## src/logic/adc_timing_pkg.sv

```systemverilog
// constants, fields and states of the converter timing control
// Function
// - basic clock is cpu clock divided by 4, 2, 16 or 8 per select code
// - sample window lasts 8, 16, 32 or 64 basic-clock periods per select code
// - conversion lasts window plus 40 basic periods plus 2 cpu periods exactly
// - after reset a calibration of 3328 basic-clock periods runs
// - conversions during calibration still run and lengthen calibration by their time
// - input below ground gives zero code, above supply gives all-ones ten-bit code
// - input is held when the sample window ends; later changes are ignored
package adc_timing_pkg;

  // register byte offsets
  localparam logic [11:0] CTRL_OFFSET   = 12'h000;
  localparam logic [11:0] STATUS_OFFSET = 12'h004;
  localparam logic [11:0] RESULT_OFFSET = 12'h008;

  // control word fields
  localparam int CTRL_WIDTH     = 16;
  localparam int DIVSEL_LSB     = 14;
  localparam int SAMPSEL_LSB    = 12;
  localparam int START_BIT      = 7;
  localparam int CHAN_LSB       = 0;
  localparam int CHAN_WIDTH     = 4;
  localparam logic [15:0] CTRL_RESET = 16'h0000;
  localparam logic [15:0] CTRL_MASK  = 16'hf00f;

  // status fields
  localparam int STAT_BUSY_BIT  = 0;
  localparam int STAT_DONE_BIT  = 1;
  localparam int STAT_CAL_BIT   = 2;

  // result layout
  localparam int CODE_WIDTH     = 10;
  localparam int RES_CHAN_LSB   = 12;
  localparam logic [9:0] CODE_ZERO = 10'h000;
  localparam logic [9:0] CODE_FULL = 10'h3ff;

  // timing counts
  localparam int CONV_BC_PERIODS = 40;
  localparam int LOAD_CPU_CYCLES = 2;
  localparam int CAL_BC_PERIODS  = 3328;
  localparam int DIV_WIDTH       = 5;
  localparam int WIN_WIDTH       = 7;
  localparam int CAL_WIDTH       = 12;

  typedef enum {
    ST_IDLE,
    ST_SAMPLE,
    ST_CONVERT,
    ST_LOAD
  } conv_state_t;

endpackage

```

## src/logic/basic_clock_divider.sv

```systemverilog
// basic-clock enable generator with selectable ratio
`timescale 1ns/1ps
module basic_clock_divider (
  // clock and reset
  input  wire logic       clk,
  input  wire logic       rstn,
  // control
  input  wire logic [1:0] divSel,
  input  wire logic       restart,
  // enable out
  output logic            bcTick
);

  import adc_timing_pkg::*;

  logic [DIV_WIDTH-1:0] cntQ;
  logic [DIV_WIDTH-1:0] cntD;
  logic [DIV_WIDTH-1:0] lastCount;
  logic                 wrapNow;

  // code to ratio minus one
  function automatic logic [DIV_WIDTH-1:0] ratioLast(input logic [1:0] sel);
    case (sel)
      2'b00:   ratioLast = 5'h03;
      2'b01:   ratioLast = 5'h01;
      2'b10:   ratioLast = 5'h0f;
      2'b11:   ratioLast = 5'h07;
      default: ratioLast = 5'h03;
    endcase
  endfunction

  assign lastCount = ratioLast(divSel);
  assign wrapNow   = (cntQ >= lastCount);
  assign cntD      = (restart || wrapNow) ? '0 : cntQ + 5'h01;
  // restart realigns phase so a conversion always spans whole periods
  assign bcTick    = wrapNow && !restart;

  always_ff @(posedge clk or negedge rstn) begin
    if (!rstn) begin
      cntQ <= '0;
    end else begin
      cntQ <= cntD;
    end
  end

endmodule // basic_clock_divider

```

## src/logic/adc_conversion_timing_control.sv

```systemverilog
// converter timing control with apb register access
//
// The APB register port and the address map were left to the implementer.
`timescale 1ns/1ps
module adc_conversion_timing_control #(
  parameter int CAL_PERIODS = adc_timing_pkg::CAL_BC_PERIODS
) (
  // clock and reset
  input  wire logic                                  clk,
  input  wire logic                                  rstn,
  // apb slave
  input  wire logic                                  psel,
  input  wire logic                                  penable,
  input  wire logic                                  pwrite,
  input  wire logic [11:0]                           paddr,
  input  wire logic [31:0]                           pwdata,
  output logic                                       pready,
  output logic [31:0]                                prdata,
  output logic                                       pslverr,
  // analog front end
  input  wire logic [adc_timing_pkg::CODE_WIDTH-1:0] ainCode,
  input  wire logic                                  ainBelow,
  input  wire logic                                  ainAbove,
  // status
  output logic                                       busy,
  output logic                                       convDone,
  output logic                                       calibrating,
  output logic                                       sampling
);

  import adc_timing_pkg::*;

  // ---------------- input synchronisers
  localparam int SYNC_W = CODE_WIDTH + 2;

  logic [SYNC_W-1:0] syncAQ;
  logic [SYNC_W-1:0] syncBQ;
  logic [SYNC_W-1:0] syncCQ;
  logic [SYNC_W-1:0] ainStableQ;
  logic [SYNC_W-1:0] ainStableD;
  logic [SYNC_W-1:0] ainRaw;

  assign ainRaw = {ainAbove, ainBelow, ainCode};

  // second and third stage must agree before a change is accepted
  genvar gi;
  generate
    for (gi = 0; gi < SYNC_W; gi++) begin : g_sync
      assign ainStableD[gi] = (syncBQ[gi] == syncCQ[gi]) ? syncCQ[gi] : ainStableQ[gi];
    end
  endgenerate

  always_ff @(posedge clk or negedge rstn) begin
    if (!rstn) begin
      syncAQ     <= '0;
      syncBQ     <= '0;
      syncCQ     <= '0;
      ainStableQ <= '0;
    end else begin
      syncAQ     <= ainRaw;
      syncBQ     <= syncAQ;
      syncCQ     <= syncBQ;
      ainStableQ <= ainStableD;
    end
  end

  // ---------------- apb decode
  logic        setupPhase;
  logic        accessPhase;
  logic        wrAccess;
  logic        hitCtrl;
  logic        hitStatus;
  logic        hitResult;
  logic        addrMapped;
  logic        wrCtrl;
  logic        wrStatus;
  logic        startReq;
  logic        doneClrReq;

  assign setupPhase  = psel && !penable;
  assign accessPhase = psel && penable;
  assign wrAccess    = accessPhase && pwrite;
  assign hitCtrl     = (paddr == CTRL_OFFSET);
  assign hitStatus   = (paddr == STATUS_OFFSET);
  assign hitResult   = (paddr == RESULT_OFFSET);
  assign addrMapped  = hitCtrl || hitStatus || hitResult;
  assign wrCtrl      = wrAccess && hitCtrl;
  assign wrStatus    = wrAccess && hitStatus;
  assign startReq    = wrCtrl && pwdata[START_BIT];
  assign doneClrReq  = wrStatus && pwdata[STAT_DONE_BIT];

  // ---------------- registers
  logic [CTRL_WIDTH-1:0] ctrlQ;
  logic [CTRL_WIDTH-1:0] ctrlD;
  logic                  pendQ;
  logic                  pendD;
  logic                  doneQ;
  logic                  doneD;
  logic [15:0]           resultQ;
  logic [15:0]           resultD;

  logic [1:0]            cfgDivSel;
  logic [1:0]            cfgSampSel;
  logic [CHAN_WIDTH-1:0] cfgChan;

  // start bit is not stored; it only raises a pending request
  assign ctrlD     = wrCtrl ? (pwdata[CTRL_WIDTH-1:0] & CTRL_MASK) : ctrlQ;
  assign cfgDivSel = ctrlQ[DIVSEL_LSB +: 2];
  assign cfgSampSel = ctrlQ[SAMPSEL_LSB +: 2];
  assign cfgChan   = ctrlQ[CHAN_LSB +: CHAN_WIDTH];

  // ---------------- conversion sequencer
  conv_state_t           stateQ;
  conv_state_t           stateD;
  logic [WIN_WIDTH-1:0]  winCntQ;
  logic [WIN_WIDTH-1:0]  winCntD;
  logic [WIN_WIDTH-1:0]  winLast;
  logic [WIN_WIDTH-1:0]  convLast;
  logic [1:0]            runDivQ;
  logic [1:0]            runSampQ;
  logic [CHAN_WIDTH-1:0] runChanQ;
  logic [CODE_WIDTH-1:0] heldCodeQ;
  logic [CODE_WIDTH-1:0] satCode;
  logic                  bcTick;
  logic                  takeStart;
  logic                  winEnd;
  logic                  convEnd;
  logic                  loadEnd;
  logic                  loadCntQ;
  logic [1:0]            divSelNow;

  // sample window length in basic periods, minus one
  function automatic logic [WIN_WIDTH-1:0] winLastOf(input logic [1:0] sel);
    case (sel)
      2'b00:   winLastOf = 7'h07;
      2'b01:   winLastOf = 7'h0f;
      2'b10:   winLastOf = 7'h1f;
      2'b11:   winLastOf = 7'h3f;
      default: winLastOf = 7'h07;
    endcase
  endfunction

  assign takeStart = (stateQ == ST_IDLE) && pendQ;
  assign winLast   = winLastOf(runSampQ);
  assign convLast  = WIN_WIDTH'(CONV_BC_PERIODS - 1);
  assign winEnd    = (stateQ == ST_SAMPLE) && bcTick && (winCntQ == winLast);
  assign convEnd   = (stateQ == ST_CONVERT) && bcTick && (winCntQ == convLast);
  assign loadEnd   = (stateQ == ST_LOAD) && (loadCntQ == 1'(LOAD_CPU_CYCLES - 1));
  // divider follows the live select while idle, the latched one while running
  assign divSelNow = (stateQ == ST_IDLE) ? cfgDivSel : runDivQ;

  // out-of-range inputs clamp to the end codes
  assign satCode = ainStableQ[CODE_WIDTH]     ? CODE_ZERO :
                   ainStableQ[CODE_WIDTH + 1] ? CODE_FULL :
                   ainStableQ[CODE_WIDTH-1:0];

  basic_clock_divider u_div (
    .clk     (clk),
    .rstn    (rstn),
    .divSel  (divSelNow),
    .restart (takeStart),
    .bcTick  (bcTick)
  );

  always_comb begin
    stateD  = stateQ;
    winCntD = winCntQ;
    case (stateQ)
      ST_IDLE: begin
        if (takeStart) begin
          stateD  = ST_SAMPLE;
          winCntD = '0;
        end
      end
      ST_SAMPLE: begin
        if (winEnd) begin
          stateD  = ST_CONVERT;
          winCntD = '0;
        end else if (bcTick) begin
          winCntD = winCntQ + 7'h01;
        end
      end
      ST_CONVERT: begin
        if (convEnd) begin
          stateD  = ST_LOAD;
          winCntD = '0;
        end else if (bcTick) begin
          winCntD = winCntQ + 7'h01;
        end
      end
      ST_LOAD: begin
        if (loadEnd) begin
          stateD = ST_IDLE;
        end
      end
      default: begin
        stateD  = ST_IDLE;
        winCntD = '0;
      end
    endcase
  end

  // a new start wins over consumption, a done event wins over its clear
  assign pendD   = startReq || (pendQ && !takeStart);
  assign doneD   = loadEnd || (doneQ && !doneClrReq);
  assign resultD = loadEnd ? {runChanQ, 2'b00, heldCodeQ} : resultQ;

  always_ff @(posedge clk or negedge rstn) begin
    if (!rstn) begin
      stateQ   <= ST_IDLE;
      winCntQ  <= '0;
      loadCntQ <= 1'b0;
    end else begin
      stateQ   <= stateD;
      winCntQ  <= winCntD;
      loadCntQ <= (stateQ == ST_LOAD) ? !loadCntQ : 1'b0;
    end
  end

  always_ff @(posedge clk or negedge rstn) begin
    if (!rstn) begin
      runDivQ  <= '0;
      runSampQ <= '0;
      runChanQ <= '0;
    end else if (takeStart) begin
      runDivQ  <= cfgDivSel;
      runSampQ <= cfgSampSel;
      runChanQ <= cfgChan;
    end
  end

  // sampled value frozen at window end
  always_ff @(posedge clk or negedge rstn) begin
    if (!rstn) begin
      heldCodeQ <= '0;
    end else if (winEnd) begin
      heldCodeQ <= satCode;
    end
  end

  always_ff @(posedge clk or negedge rstn) begin
    if (!rstn) begin
      ctrlQ   <= CTRL_RESET;
      pendQ   <= 1'b0;
      doneQ   <= 1'b0;
      resultQ <= '0;
    end else begin
      ctrlQ   <= ctrlD;
      pendQ   <= pendD;
      doneQ   <= doneD;
      resultQ <= resultD;
    end
  end

  // ---------------- reset calibration
  logic                  calQ;
  logic [CAL_WIDTH-1:0]  calCntQ;
  logic [CAL_WIDTH-1:0]  calCntD;
  logic                  calStep;
  logic                  calEnd;

  // counting pauses while a conversion runs, stretching calibration
  assign calStep = calQ && bcTick && (stateQ == ST_IDLE) && !pendQ;
  assign calEnd  = calStep && (calCntQ == CAL_WIDTH'(CAL_PERIODS - 1));
  assign calCntD = calStep ? calCntQ + 12'h001 : calCntQ;

  always_ff @(posedge clk or negedge rstn) begin
    if (!rstn) begin
      calQ    <= 1'b1;
      calCntQ <= '0;
    end else begin
      calCntQ <= calCntD;
      if (calEnd) begin
        calQ <= 1'b0;
      end
    end
  end

  // ---------------- apb read path
  logic [31:0] rdMux;
  logic [15:0] statusWord;

  assign statusWord = {13'h0000, calQ, doneQ, (stateQ != ST_IDLE)};
  assign rdMux = hitCtrl   ? {16'h0000, ctrlQ}      :
                 hitStatus ? {16'h0000, statusWord} :
                 hitResult ? {16'h0000, resultQ}    : 32'h00000000;

  logic errQ;

  // read data captured in the setup cycle, so access needs no wait
  always_ff @(posedge clk or negedge rstn) begin
    if (!rstn) begin
      prdata <= '0;
      errQ   <= 1'b0;
    end else if (setupPhase) begin
      prdata <= pwrite ? 32'h00000000 : rdMux;
      errQ   <= !addrMapped;
    end
  end

  assign pready  = 1'b1;
  assign pslverr = accessPhase && errQ;

  // ---------------- status outputs
  assign busy        = (stateQ != ST_IDLE);
  assign convDone    = doneQ;
  assign calibrating = calQ;
  assign sampling    = (stateQ == ST_SAMPLE);

endmodule // adc_conversion_timing_control

```

## config.mk

```make
export PLATFORM = sky130hd
export DESIGN_NAME = adc_conversion_timing_control
export DESIGN_NICKNAME = d
export VERILOG_FILES = /design/src/logic/adc_timing_pkg.sv /design/src/logic/basic_clock_divider.sv /design/src/logic/adc_conversion_timing_control.sv
export SDC_FILE = /design/constraint.sdc
export NUM_CORES = 1
export LEC_CHECK = 0
export CAP_MARGIN = 10
export CORE_ASPECT_RATIO = 0.6
export CORE_MARGIN = 1.5
export CORE_UTILIZATION = 45
export DETAILED_ROUTE_END_ITERATION = 10
export DONT_BUFFER_PORTS = 1
export HOLD_SLACK_MARGIN = 0.15
export SETUP_SLACK_MARGIN = 0.3
export SYNTH_ARGS = -nofsm -noshare
export SYNTH_HDL_FRONTEND = slang
export SYNTH_SLANG_ARGS = --single-unit
```

## constraint.sdc

```tcl
create_clock -name clk -period 8.7 [get_ports clk]
set_clock_uncertainty 0.2 [all_clocks]
set_input_delay 0.435 -clock clk [delete_from_list [all_inputs] [get_ports clk]]
set_output_delay 0.435 -clock clk [all_outputs]
set_load 0.02 [all_outputs]
```

==> results of run 1 <==
what timing repair did:
item,in CTS,in global routing
buffers inserted,0,0
hold buffers,32,0
hold endpoints to repair,165,0
cell families (layout without fill, tap and decap cells):
logic type,Yosys count,after routing,synth area share
simple gates,98,98,0.0895
fa+ha+maj,23,23,0.0479
compound gates,63,63,0.0916
mux,36,36,0.0753
xor+xnor,17,17,0.0277
flops,133,133,0.619
other cells,2,19,0.00140
buf+inv,47,80,0.0477
final cells by class:
type | instances | area, um^2
Fill cell | 934 | 5080
Timing Repair Buffer | 35 | 360
Clock buffer | 18 | 429
Inverter | 13 | 48.8
Sequential cell | 133 | 3330
Clock inverter | 14 | 174
Tap cell | 160 | 200
Multi-Input combinational cell | 256 | 1860
metal layers:
metal | GRT usage | up-vias
li1 | - | 1521
met1 | 0.252 | 1583
met2 | 0.248 | 93
met3 | 0.0508 | 13
met4 | 0.0799 | 0
met5 | 0 | -
state kept, by name, summed over array words and instances (netlist names):
| register | cells |
|---|---|
| ainStableQ | 12 |
| runDivQ | 2 |
| winCntQ | 7 |
| calibrating | 1 |
| prdata | 14 |
| stateQ | 2 |
| syncAQ | 12 |
| pendQ | 1 |
| ctrlQ | 8 |
| errQ | 1 |
| runSampQ | 2 |
| syncCQ | 12 |
| resultQ | 14 |
| heldCodeQ | 10 |
| loadCntQ | 1 |
| runChanQ | 4 |
| calCntQ | 12 |
| syncBQ | 12 |
| u_div.cntQ | 5 |
| convDone | 1 |
Yosys cell counts, drive strengths merged (2+ instances only):
cell type | number | area, um^2
nand4 | 6 | 37.5
nor2 | 23 | 86.3
o21a | 2 | 15.0
and4 | 3 | 26.3
ha | 11 | 138
inv | 13 | 48.8
mux2i | 3 | 30.0
clkbuf | 14 | 53.8
or2 | 2 | 15.0
nor3 | 2 | 10.0
maj3 | 12 | 120
a21boi | 2 | 15.0
dfrtp | 132 | 3300
a211oi | 2 | 15.0
a22o | 7 | 61.3
nand3 | 7 | 35.0
o22a | 2 | 17.5
nand2 | 31 | 116
xnor2 | 13 | 114
and2 | 3 | 18.8
nor2b | 5 | 31.3
o221ai | 4 | 35.0
buf | 20 | 154
conb | 2 | 7.51
a222oi | 5 | 50.1
o21ai | 8 | 40.0
a21o | 2 | 15.0
and3 | 8 | 50.1
o31ai | 11 | 82.6
nor4 | 4 | 25.0
o211ai | 2 | 15.0
a21oi | 8 | 40.0
mux2 | 33 | 375
xor2 | 4 | 35.0
power groups by stage:
stage	registers, uW	clock network (uW)	logic, uW
2_1_floorplan	682	0	173
5_1_grt	686	765	256
3_3_place_gp	691	0	197
3_5_place_dp	692	0	202
4_1_cts	682	740	229
6_report	682	728	228
metrics by stage:
stage	setup slack (ps)	utilization	std cells
floorplan	5250	-	436
global placement	4660	0.476	565
detailed placement	4640	0.476	565
CTS	4620	0.558	629
global route	4280	0.558	629
finish	4610	0.558	629
worst reg2reg max path, stage by stage (launching register included):
cell and delay [ps]:
dfrtp_1 410, inv_1 110, ha_1 350, mux2_2 400
nor2_1 120, ha_1 160, a21o_1 110, and4_1 290
o2111ai_1 200, or3b_1 730, a2111o_1 580, mux2_4 310
how the worst max path moves through the flow:
stage               cells after the start        end       from  slack [ps]
floorplan                              12  stateQ[1]  stateQ[0]        5250
global placement                       11  stateQ[1]  stateQ[0]        4660
detailed placement                     11  stateQ[1]  stateQ[0]        4640
CTS                                    11  stateQ[1]  stateQ[0]        4620
global route                           11  stateQ[1]  stateQ[0]        4280
finish                                 11  stateQ[1]  stateQ[0]        4610
==> qor.txt, run 1 <==
Clock buffer count from CTS - 17
Required time of the critical path - 8790 ps
HP Class - reg2reg
CTS max path bufs - 2
CP bufs+invs - 1
Die H - 87.7 um
# setup viols final - 0
Cells after synthesis - 419
Mapped cell area - 0.00538 mm^2
Max stage delay on crit path - 730 ps
Fin area - 0.00641 mm^2
NetSw - 439 uW
RSZ-0062 raised after global routing - false
Pwr Total - 1640 uW
Worst rel slew slack - 0.273
Clk_lat worst skew - 410 ps
Hold Fails Final Rpt - 0
Commonest non-fill, non-tap cell in the layout - dfrtp_1
Top FF cell, synth - dfrtp_1
R2R depth - 11
WHS Path Cells - 0
Routed wl met2 - 4.21 mm
Synthesized area per cell - 12.8 um^2
Number of placed I/O pins - 99
Fmax - 244 MHz
Critical path class - reg2reg
Most used cells in the layout excluding fill and tap cells - dfrtp_1 (132), mux2_2 (31), nand2_1 (31), dlygate4sd3_1 (31), nor2_1 (23)
TritonCTS clock tree - built
Register bit total from synthesis - 133
Post-synthesis sequential area ratio - 0.619
# port buffers - 0
GPL Wtd Cong - 0.788
Pin count of the biggest net entering global routing - 134
Run status - complete, no violations
Std-Cell Rows - 30
GRT overflow - 0
Final period util - 0.470
# DRC - 0
Sw Share - 0.268
Initial Utilization - 0.468
Core box area - 0.0115 mm^2
Leak - 0.00301 uW
Critical path's slowest cell - or3b_1
Synth cell types - 52
Vias in the first global route - 3123
Clock-pin slew on the worst setup and hold paths - 60 ps
First-pass GRT wire length - 16.4 mm
Setup TNS Final - 0 ps
Max FO, Critical Path - 21
Total Die Area - 0.0126 mm^2
Root buffer cell - clkbuf_16
Synth warn - 0
Initial DRC count - 208
Hold Slack - 148 ps
Hold Path Sink - syncBQ[11]
Combinational share of power - 0.139
Drt wl/cell - 16.1 um
Tmin final - 4090 ps
Power per Cell Area - 256 mW/mm^2
Hold_sp - syncAQ[11]
Crit-path cells - inv_1 > ha_1 > mux2_2 > nor2_1 > ha_1 > a21o_1 > and4_1 > o2111ai_1 > or3b_1 > a2111o_1 > mux2_4
EDFF count, synth - 0
Worst-Margin Slew - 1090 ps
Number of diodes - 0
Initial antenna violation count - 0
CP endpoint kind - flop
Detail Placement HPWL - 6.44 mm
Peak VDD IR - 0.144 mV
Met1 WL - 5.14 mm
Cts repair resizes - 0
Max_cap viols - 0
Arrival @ worst endpoint - 4190 ps
Async set-reset flop share out of synthesis - 1.00
Int Pwr - 1200 uW
Post-Route WL - 10.1 mm
RR Startpoint - stateQ[0]
Routed via count - 3210
Die width - 144 um
Crit-path most repeated cell - ha_1
Clk sinks - 133
Layout area overhead - 19.1%
RR Endpoint - stateQ[1]
Clock power share - 0.444
FF-to-FF setup slack - 4610 ps
Met3 WL post-DR - 616 um
Antenna viol nets, final - 0
CP Launch Type - flop
Layout cells sized above 1 - 0.154
Max Slew Vio Count - 0
Power share of the sequential group - 0.416
Post-Place Cell Area - 0.00547 mm^2
Crit path max-delay family - simple AND/OR/NAND/NOR gates
H-tree depth - 4
DR top layer - met4
Nets - 528
GR Util All Layers - 0.176
Vias/cell - 5.10
Drt first pass iters - 4
(Power assumes the default switching activity.)
==> inputs of run 2 (changes only) <==
ABC_AREA = 1   (was default)
clock period = 3.4 ns   (was 8.7 ns; I/O delays follow)
==> run 2 against run 1 <==
The run now ends with negative hold slack left. First-iteration DRC count fell by 22%. Clock power rose by 140%. Sequential power grew to 2.7 times the previous value. Clock-buffer cell count down 1. Utilization increased by 0.82 points. Synthesized area up 5.9%. Register-to-register slack lost 3900 ps.
==> qor.txt, run 2 <==
First-pass GRT wire length - 18.8 mm
Top FF cell, synth - dfrtp_1
Die width - 148 um
Setup TNS Final - 0 ps
Worst rel slew slack - 0.413
TritonCTS clock tree - built
Layout area overhead - 21.3%
Commonest non-fill, non-tap cell in the layout - dfrtp_1
Arrival @ worst endpoint - 3050 ps
Synthesized area per cell - 9.76 um^2
Post-Route WL - 11.1 mm
Register bit total from synthesis - 133
Initial DRC count - 163
Synth Area in Compound Gates - 0.0911
# DRC - 0
GRT overflow - 0
Antenna viol nets, final - 0
Post-synthesis sequential area ratio - 0.584
Critical path class - in2reg
HP Class - in2async
Worst-Margin Slew - 878 ps
# setup viols final - 0
Vias/cell - 4.73
Peak VDD IR - 0.355 mV
Clk sinks - 133
Number of diodes - 0
Fmax - 344 MHz
Regs by FF count - prdata x14, resultQ x14
Core box area - 0.0122 mm^2
EDFF count, synth - 0
# fillers - 1020
Post-CTS setup buffers - 0
Yosys top cell area share - 0.580
Mapped cell area - 0.00570 mm^2
CTS max path bufs - 2
Nets - 713
Initial antenna violation count - 0
Run status - complete, but fails checks
Required time of the critical path - 3550 ps
Power per Cell Area - 633 mW/mm^2
Post-cts hold buffer count - 53
CP Launch Type - input pin
Most used cells in the layout excluding fill and tap cells - dfrtp_1 (132), nand2_1 (113), inv_1 (69)
Clock-pin slew on the worst setup and hold paths - 60 ps
GPL Wtd Cong - 0.821
Async set-reset flop share out of synthesis - 1.00
Routed via count - 3875
Drt wl/cell - 13.6 um
Initial Utilization - 0.466
Cells after synthesis - 584
Clock buffer count from CTS - 17
Tmin final - 2910 ps
Max FO, Critical Path - 15
Largest family of logic cells by synthesized area - simple AND/OR/NAND/NOR gates
Leak - 0.00331 uW
Detail Placement HPWL - 7.28 mm
Pin count of the biggest net entering global routing - 134
Final period util - 0.855
Layout cells sized above 1 - 0.0933
# port buffers - 0
Final Core Density - 0.566
Drt first pass iters - 5
H-tree depth - 4
RSZ-0062 raised after global routing - false
Mux share of post-synthesis cell area - 0
Std-Cell Rows - 31
Xor/xnor share of the synthesized area - 0.0261
Root buffer cell - clkbuf_16
CP endpoint kind - flop
Die H - 90.2 um
Failing checks - negative hold slack
Hold Slack - -748 ps
Most common cell in the netlist - dfrtp_1
Total Die Area - 0.0134 mm^2
Hold Fails Final Rpt - 133
Clk_lat worst skew - 410 ps
Synth cell types - 39
Max_cap viols - 0
Number of placed I/O pins - 99
GR Util All Layers - 0.181
Synth area leaders - dfrtp_1 (58%), nand2_1 (7.6%), inv_1 (4.5%)
Post-synthesis simple-gate area fraction - 0.164
Commonest cells post-synth - dfrtp_1 (132), nand2_1 (115), inv_1 (69)
Post-Synth Adder-Cell Area - 0.0452
Synth warn - 0
Vias in the first global route - 3756
Max Slew Vio Count - 0
Area leader, netlist - dfrtp_1
[run 2: changes by cell type after synthesis, moves of 7 or more]
| cell | before | now |
|---|---|---|
| nand2_1 | 31 | 115 |
| inv_1 | 13 | 69 |
| mux2_2 | 31 | 0 |
| o21ai_0 | 8 | 39 |
| nor2_1 | 23 | 49 |
| nand3_1 | 7 | 29 |
| o211ai_1 | 2 | 13 |
| o31ai_1 | 11 | 1 |
| xnor2_1 | 13 | 4 |
| xor2_1 | 4 | 13 |
| a21oi_2 | 0 | 7 |
| and3_1 | 8 | 1 |
[run 2: cells by family after synthesis]
group,after synthesis
compound gates,83
xor+xnor,17
fa+ha+maj,23
buf+inv,108
flops,133
other cells,2
simple gates,218
[run 2: layout make-up]
class | count | area, um^2 | share of cell area
well taps | 165 | 206 | 0.0299
clock inverters | 15 | 154 | 0.0223
flip-flops and latches | 133 | 3330 | 0.482
repair buffers | 55 | 551 | 0.0796
inverters | 74 | 278 | 0.0402
multi-input cells | 360 | 1970 | 0.285
clock buffers | 17 | 425 | 0.0615
[run 2: path summary, 6_finish.rpt]
check / endpoint / cells past startpoint / startpoint / slack, ps
setup / recovery: prdata[13] / 9 / penable / 490
hold / removal: calCntQ[2] / 0 / rstn / -750
setup reg to reg: heldCodeQ[6] / 15 / stateQ[0] / 660
hold reg to reg: syncBQ[5] / 0 / syncAQ[5] / 150
max in group asynchronous: calibrating / 0 / rstn / 3500
min in group clk: syncBQ[5] / 0 / syncAQ[5] / 150
[run 2: what timing repair did]
item	4_1_cts	5_1_grt
resized for setup	0	12
endpoints found under the hold margin	171	133
endpoints found under the setup margin	0	33
[run 2: metal layers]
layer | GRT usage | vias to the layer above | wire [um]
met5 | 0 | - | 0
met4 | 0.0569 | 0 | 99
met3 | 0.0513 | 9 | 470
met2 | 0.258 | 81 | 4770
met1 | 0.266 | 1823 | 5800
li1 | - | 1962 | -
[run 2: where the power goes]
part,internal [uW],leakage [uW],switching (uW)
Clock,979,0.000279,787
Combinational,282,0.00138,477
Sequential,1720,0.00165,129
[run 2: per-stage QoR]
step	total power [uW]	hold WS (ps)	instance area [um^2]	std cells	worst slack, ps
after floorplan	2430	-326	5760	601	856
after global placement	2520	-322	5760	734	433
after detailed placement	2550	-323	5760	734	337
after CTS	4370	-764	6870	819	324
after global routing	4620	-773	6910	819	350
final	4380	-748	6910	819	493
[run 2: worst max-delay path, stage by stage]
cell	delay, ps
dlygate4sd3_1	530
nor2_1	90
dlygate4sd3_1	610
inv_2	150
nor2_4	260
nand2_1	90
dlygate4sd3_1	550
nand2_1	50
dlygate4sd3_1	530
==> inputs of run 3 (changes only) <==
CTS_CLUSTER_SIZE = 20   (was default)
clock period = 3 ns   (was 3.4 ns; I/O delays follow)
==> run 3 against run 2 <==
The flow still finishes with violations (negative hold slack). Via count increased by 2.2%. Worst hold slack lost 23 ps. Clock-buffer cell count stayed put. Clock power rose by 25%. Largest cell class unchanged. Highest routed layer unchanged.
==> qor.txt, run 3 (synthesis results as in run 2) <==
R2R depth - 15
Power per Cell Area - 746 mW/mm^2
RR Startpoint - stateQ[0]
Post-Place Cell Area - 0.00578 mm^2
Crit-path cells - dlygate4sd3_1 > nor2_1 > dlygate4sd3_1 > inv_2 > nor2_2 > nand2_1 > dlygate4sd3_1 > nand2_1
Critical path class - in2reg
Fin area - 0.00699 mm^2
H-tree depth - 4
Setup TNS Final - 0 ps
Post-cts hold buffer count - 52
Vias in the first global route - 3748
Die H - 90.2 um
Layout area overhead - 22.7%
Number of diodes - 0
RR Endpoint - calCntQ[5]
Clk sinks - 133
Pin count of the biggest net entering global routing - 134
Layout cells sized above 1 - 0.108
Placed insts - 737
Setup crit end - prdata[3]
Number of placed I/O pins - 99
GR Util All Layers - 0.176
Clk_lat worst skew - 410 ps
TritonCTS clock tree - built
CP Launch Type - input pin
Drt first pass iters - 6
Required time of the critical path - 3160 ps
Clock buffer count from CTS - 17
Fmax - 394 MHz
# port buffers - 0
CP endpoint kind - flop
Final period util - 0.845
Max_cap viols - 0
GRT overflow - 0
# setup viols final - 0
Die width - 148 um
Initial antenna violation count - 0
Nets - 717
Crit-path most repeated cell - dlygate4sd3_1
Core box area - 0.0122 mm^2
Root buffer cell - clkbuf_16
Pwr Total - 5210 uW
Antenna viol nets, final - 0
Clock-pin slew on the worst setup and hold paths - 60 ps
Run status - complete, but fails checks
Worst-Margin Slew - 815 ps
Worst Setup Slack, final - 465 ps
Regs by FF count - prdata x14, resultQ x14
FF-to-FF setup slack - 520 ps
Max stage delay on crit path - 630 ps
CP bufs+invs - 4
Drt wl/cell - 13.3 um
Pre-CTS setup slack - 190 ps
Hold Slack - -771 ps
Peak VDD IR - 0.415 mV
Total Die Area - 0.0134 mm^2
Max Slew Vio Count - 0
Final non-filler cell total - 823
Crit path max-delay family - buffers and inverters
Critical path's slowest cell - dlygate4sd3_1
Post-Route WL - 11.0 mm
Tmin final - 2540 ps
Vias/cell - 4.81
GPL Wtd Cong - 0.824
Most used cells in the layout excluding fill and tap cells - dfrtp_1 (131), nand2_1 (111), inv_1 (68)
Hold Fails Final Rpt - 133
Leak - 0.00335 uW
Worst path depth - 8
HP Class - in2async
Worst rel slew slack - 0.455
CTS max path bufs - 2
Detail Placement HPWL - 7.22 mm
RSZ-0062 raised after global routing - true
Routed via count - 3961
Initial Utilization - 0.466
Failing checks - negative hold slack
Std-Cell Rows - 31
Commonest non-fill, non-tap cell in the layout - dfrtp_1
# DRC - 0
Max FO, Critical Path - 15
Setup crit start - penable
Initial DRC count - 198
Arrival @ worst endpoint - 2690 ps
First-pass GRT wire length - 18.3 mm
[run 3: cell count changes in the layout (fill, tap and decap cells not counted), sizes merged]
cell / change
nor2: +1
buf: +4
clkinvlp: -1
bufinv: +3
dlymetal6s4s: -1
clkinv: -2
[run 3: worst min path at each step]
| stage | start | endpoint | slack [ps] | cells past startpoint |
|---|---|---|---|---|
| CTS | rstn | calCntQ[0] | -790 | 0 |
| global placement | rstn | calCntQ[0] | -340 | 0 |
| floorplan | rstn | ainStableQ[0] | -350 | 0 |
| detailed placement | rstn | calCntQ[9] | -340 | 0 |
| finish | rstn | calCntQ[9] | -770 | 0 |
| global route | rstn | ainStableQ[9] | -790 | 0 |
[run 3: power breakdown]
group	total (uW)	internal (uW)	switching, uW	leakage, uW
sequential	2100	1960	142	0.00165
combinational	910	349	561	0.00139
clock	2210	1350	858	0.000309
[run 3: timing repair]
action	4_1_cts	5_1_grt
pin swaps	0	1
resized for setup	3	12
setup buffers	0	1
gates cloned	0	1
setup endpoints to repair	11	43
hold endpoints to repair	173	133
[run 3: worst reg2reg max path: stages, from the launching register on]
cell and delay, ps:
dfrtp_2 440, inv_2 100, ha_4 160, nand2_1 50, o21ai_1 110, nand2_1 80, ha_1 270, inv_1 30
nor2_1 90, nand2_1 80, nand2_2 100, nand2_2 100, nor2_4 200, nand2_1 120, o21ai_0 170, nand2_1 60
[run 3: stage by stage]
stage	hold slack, ps	util
2_1_floorplan	-346	-
3_3_place_gp	-342	0.473
3_5_place_dp	-342	0.473
4_1_cts	-789	0.568
5_1_grt	-789	0.572
6_report	-771	0.572
[run 3: final cells by class]
type,instances,area [um^2]
fillers,1027,5230
flip-flops and latches,133,3330
multi-input cells,361,1970
repair buffers,58,572
clock buffers,17,425
inverters,74,278
clock inverters,15,209
well taps,165,206
[run 3: per-layer routing]
| metal | GRT usage | share of wire | wire length, um | up-vias |
|---|---|---|---|---|
| li1 | - | - | - | 1962 |
| met1 | 0.252 | 0.50 | 5530 | 1870 |
| met2 | 0.249 | 0.42 | 4620 | 107 |
| met3 | 0.0503 | 0.056 | 611 | 22 |
| met4 | 0.0776 | 0.019 | 210 | 0 |
| met5 | 0 | 0 | 0 | - |
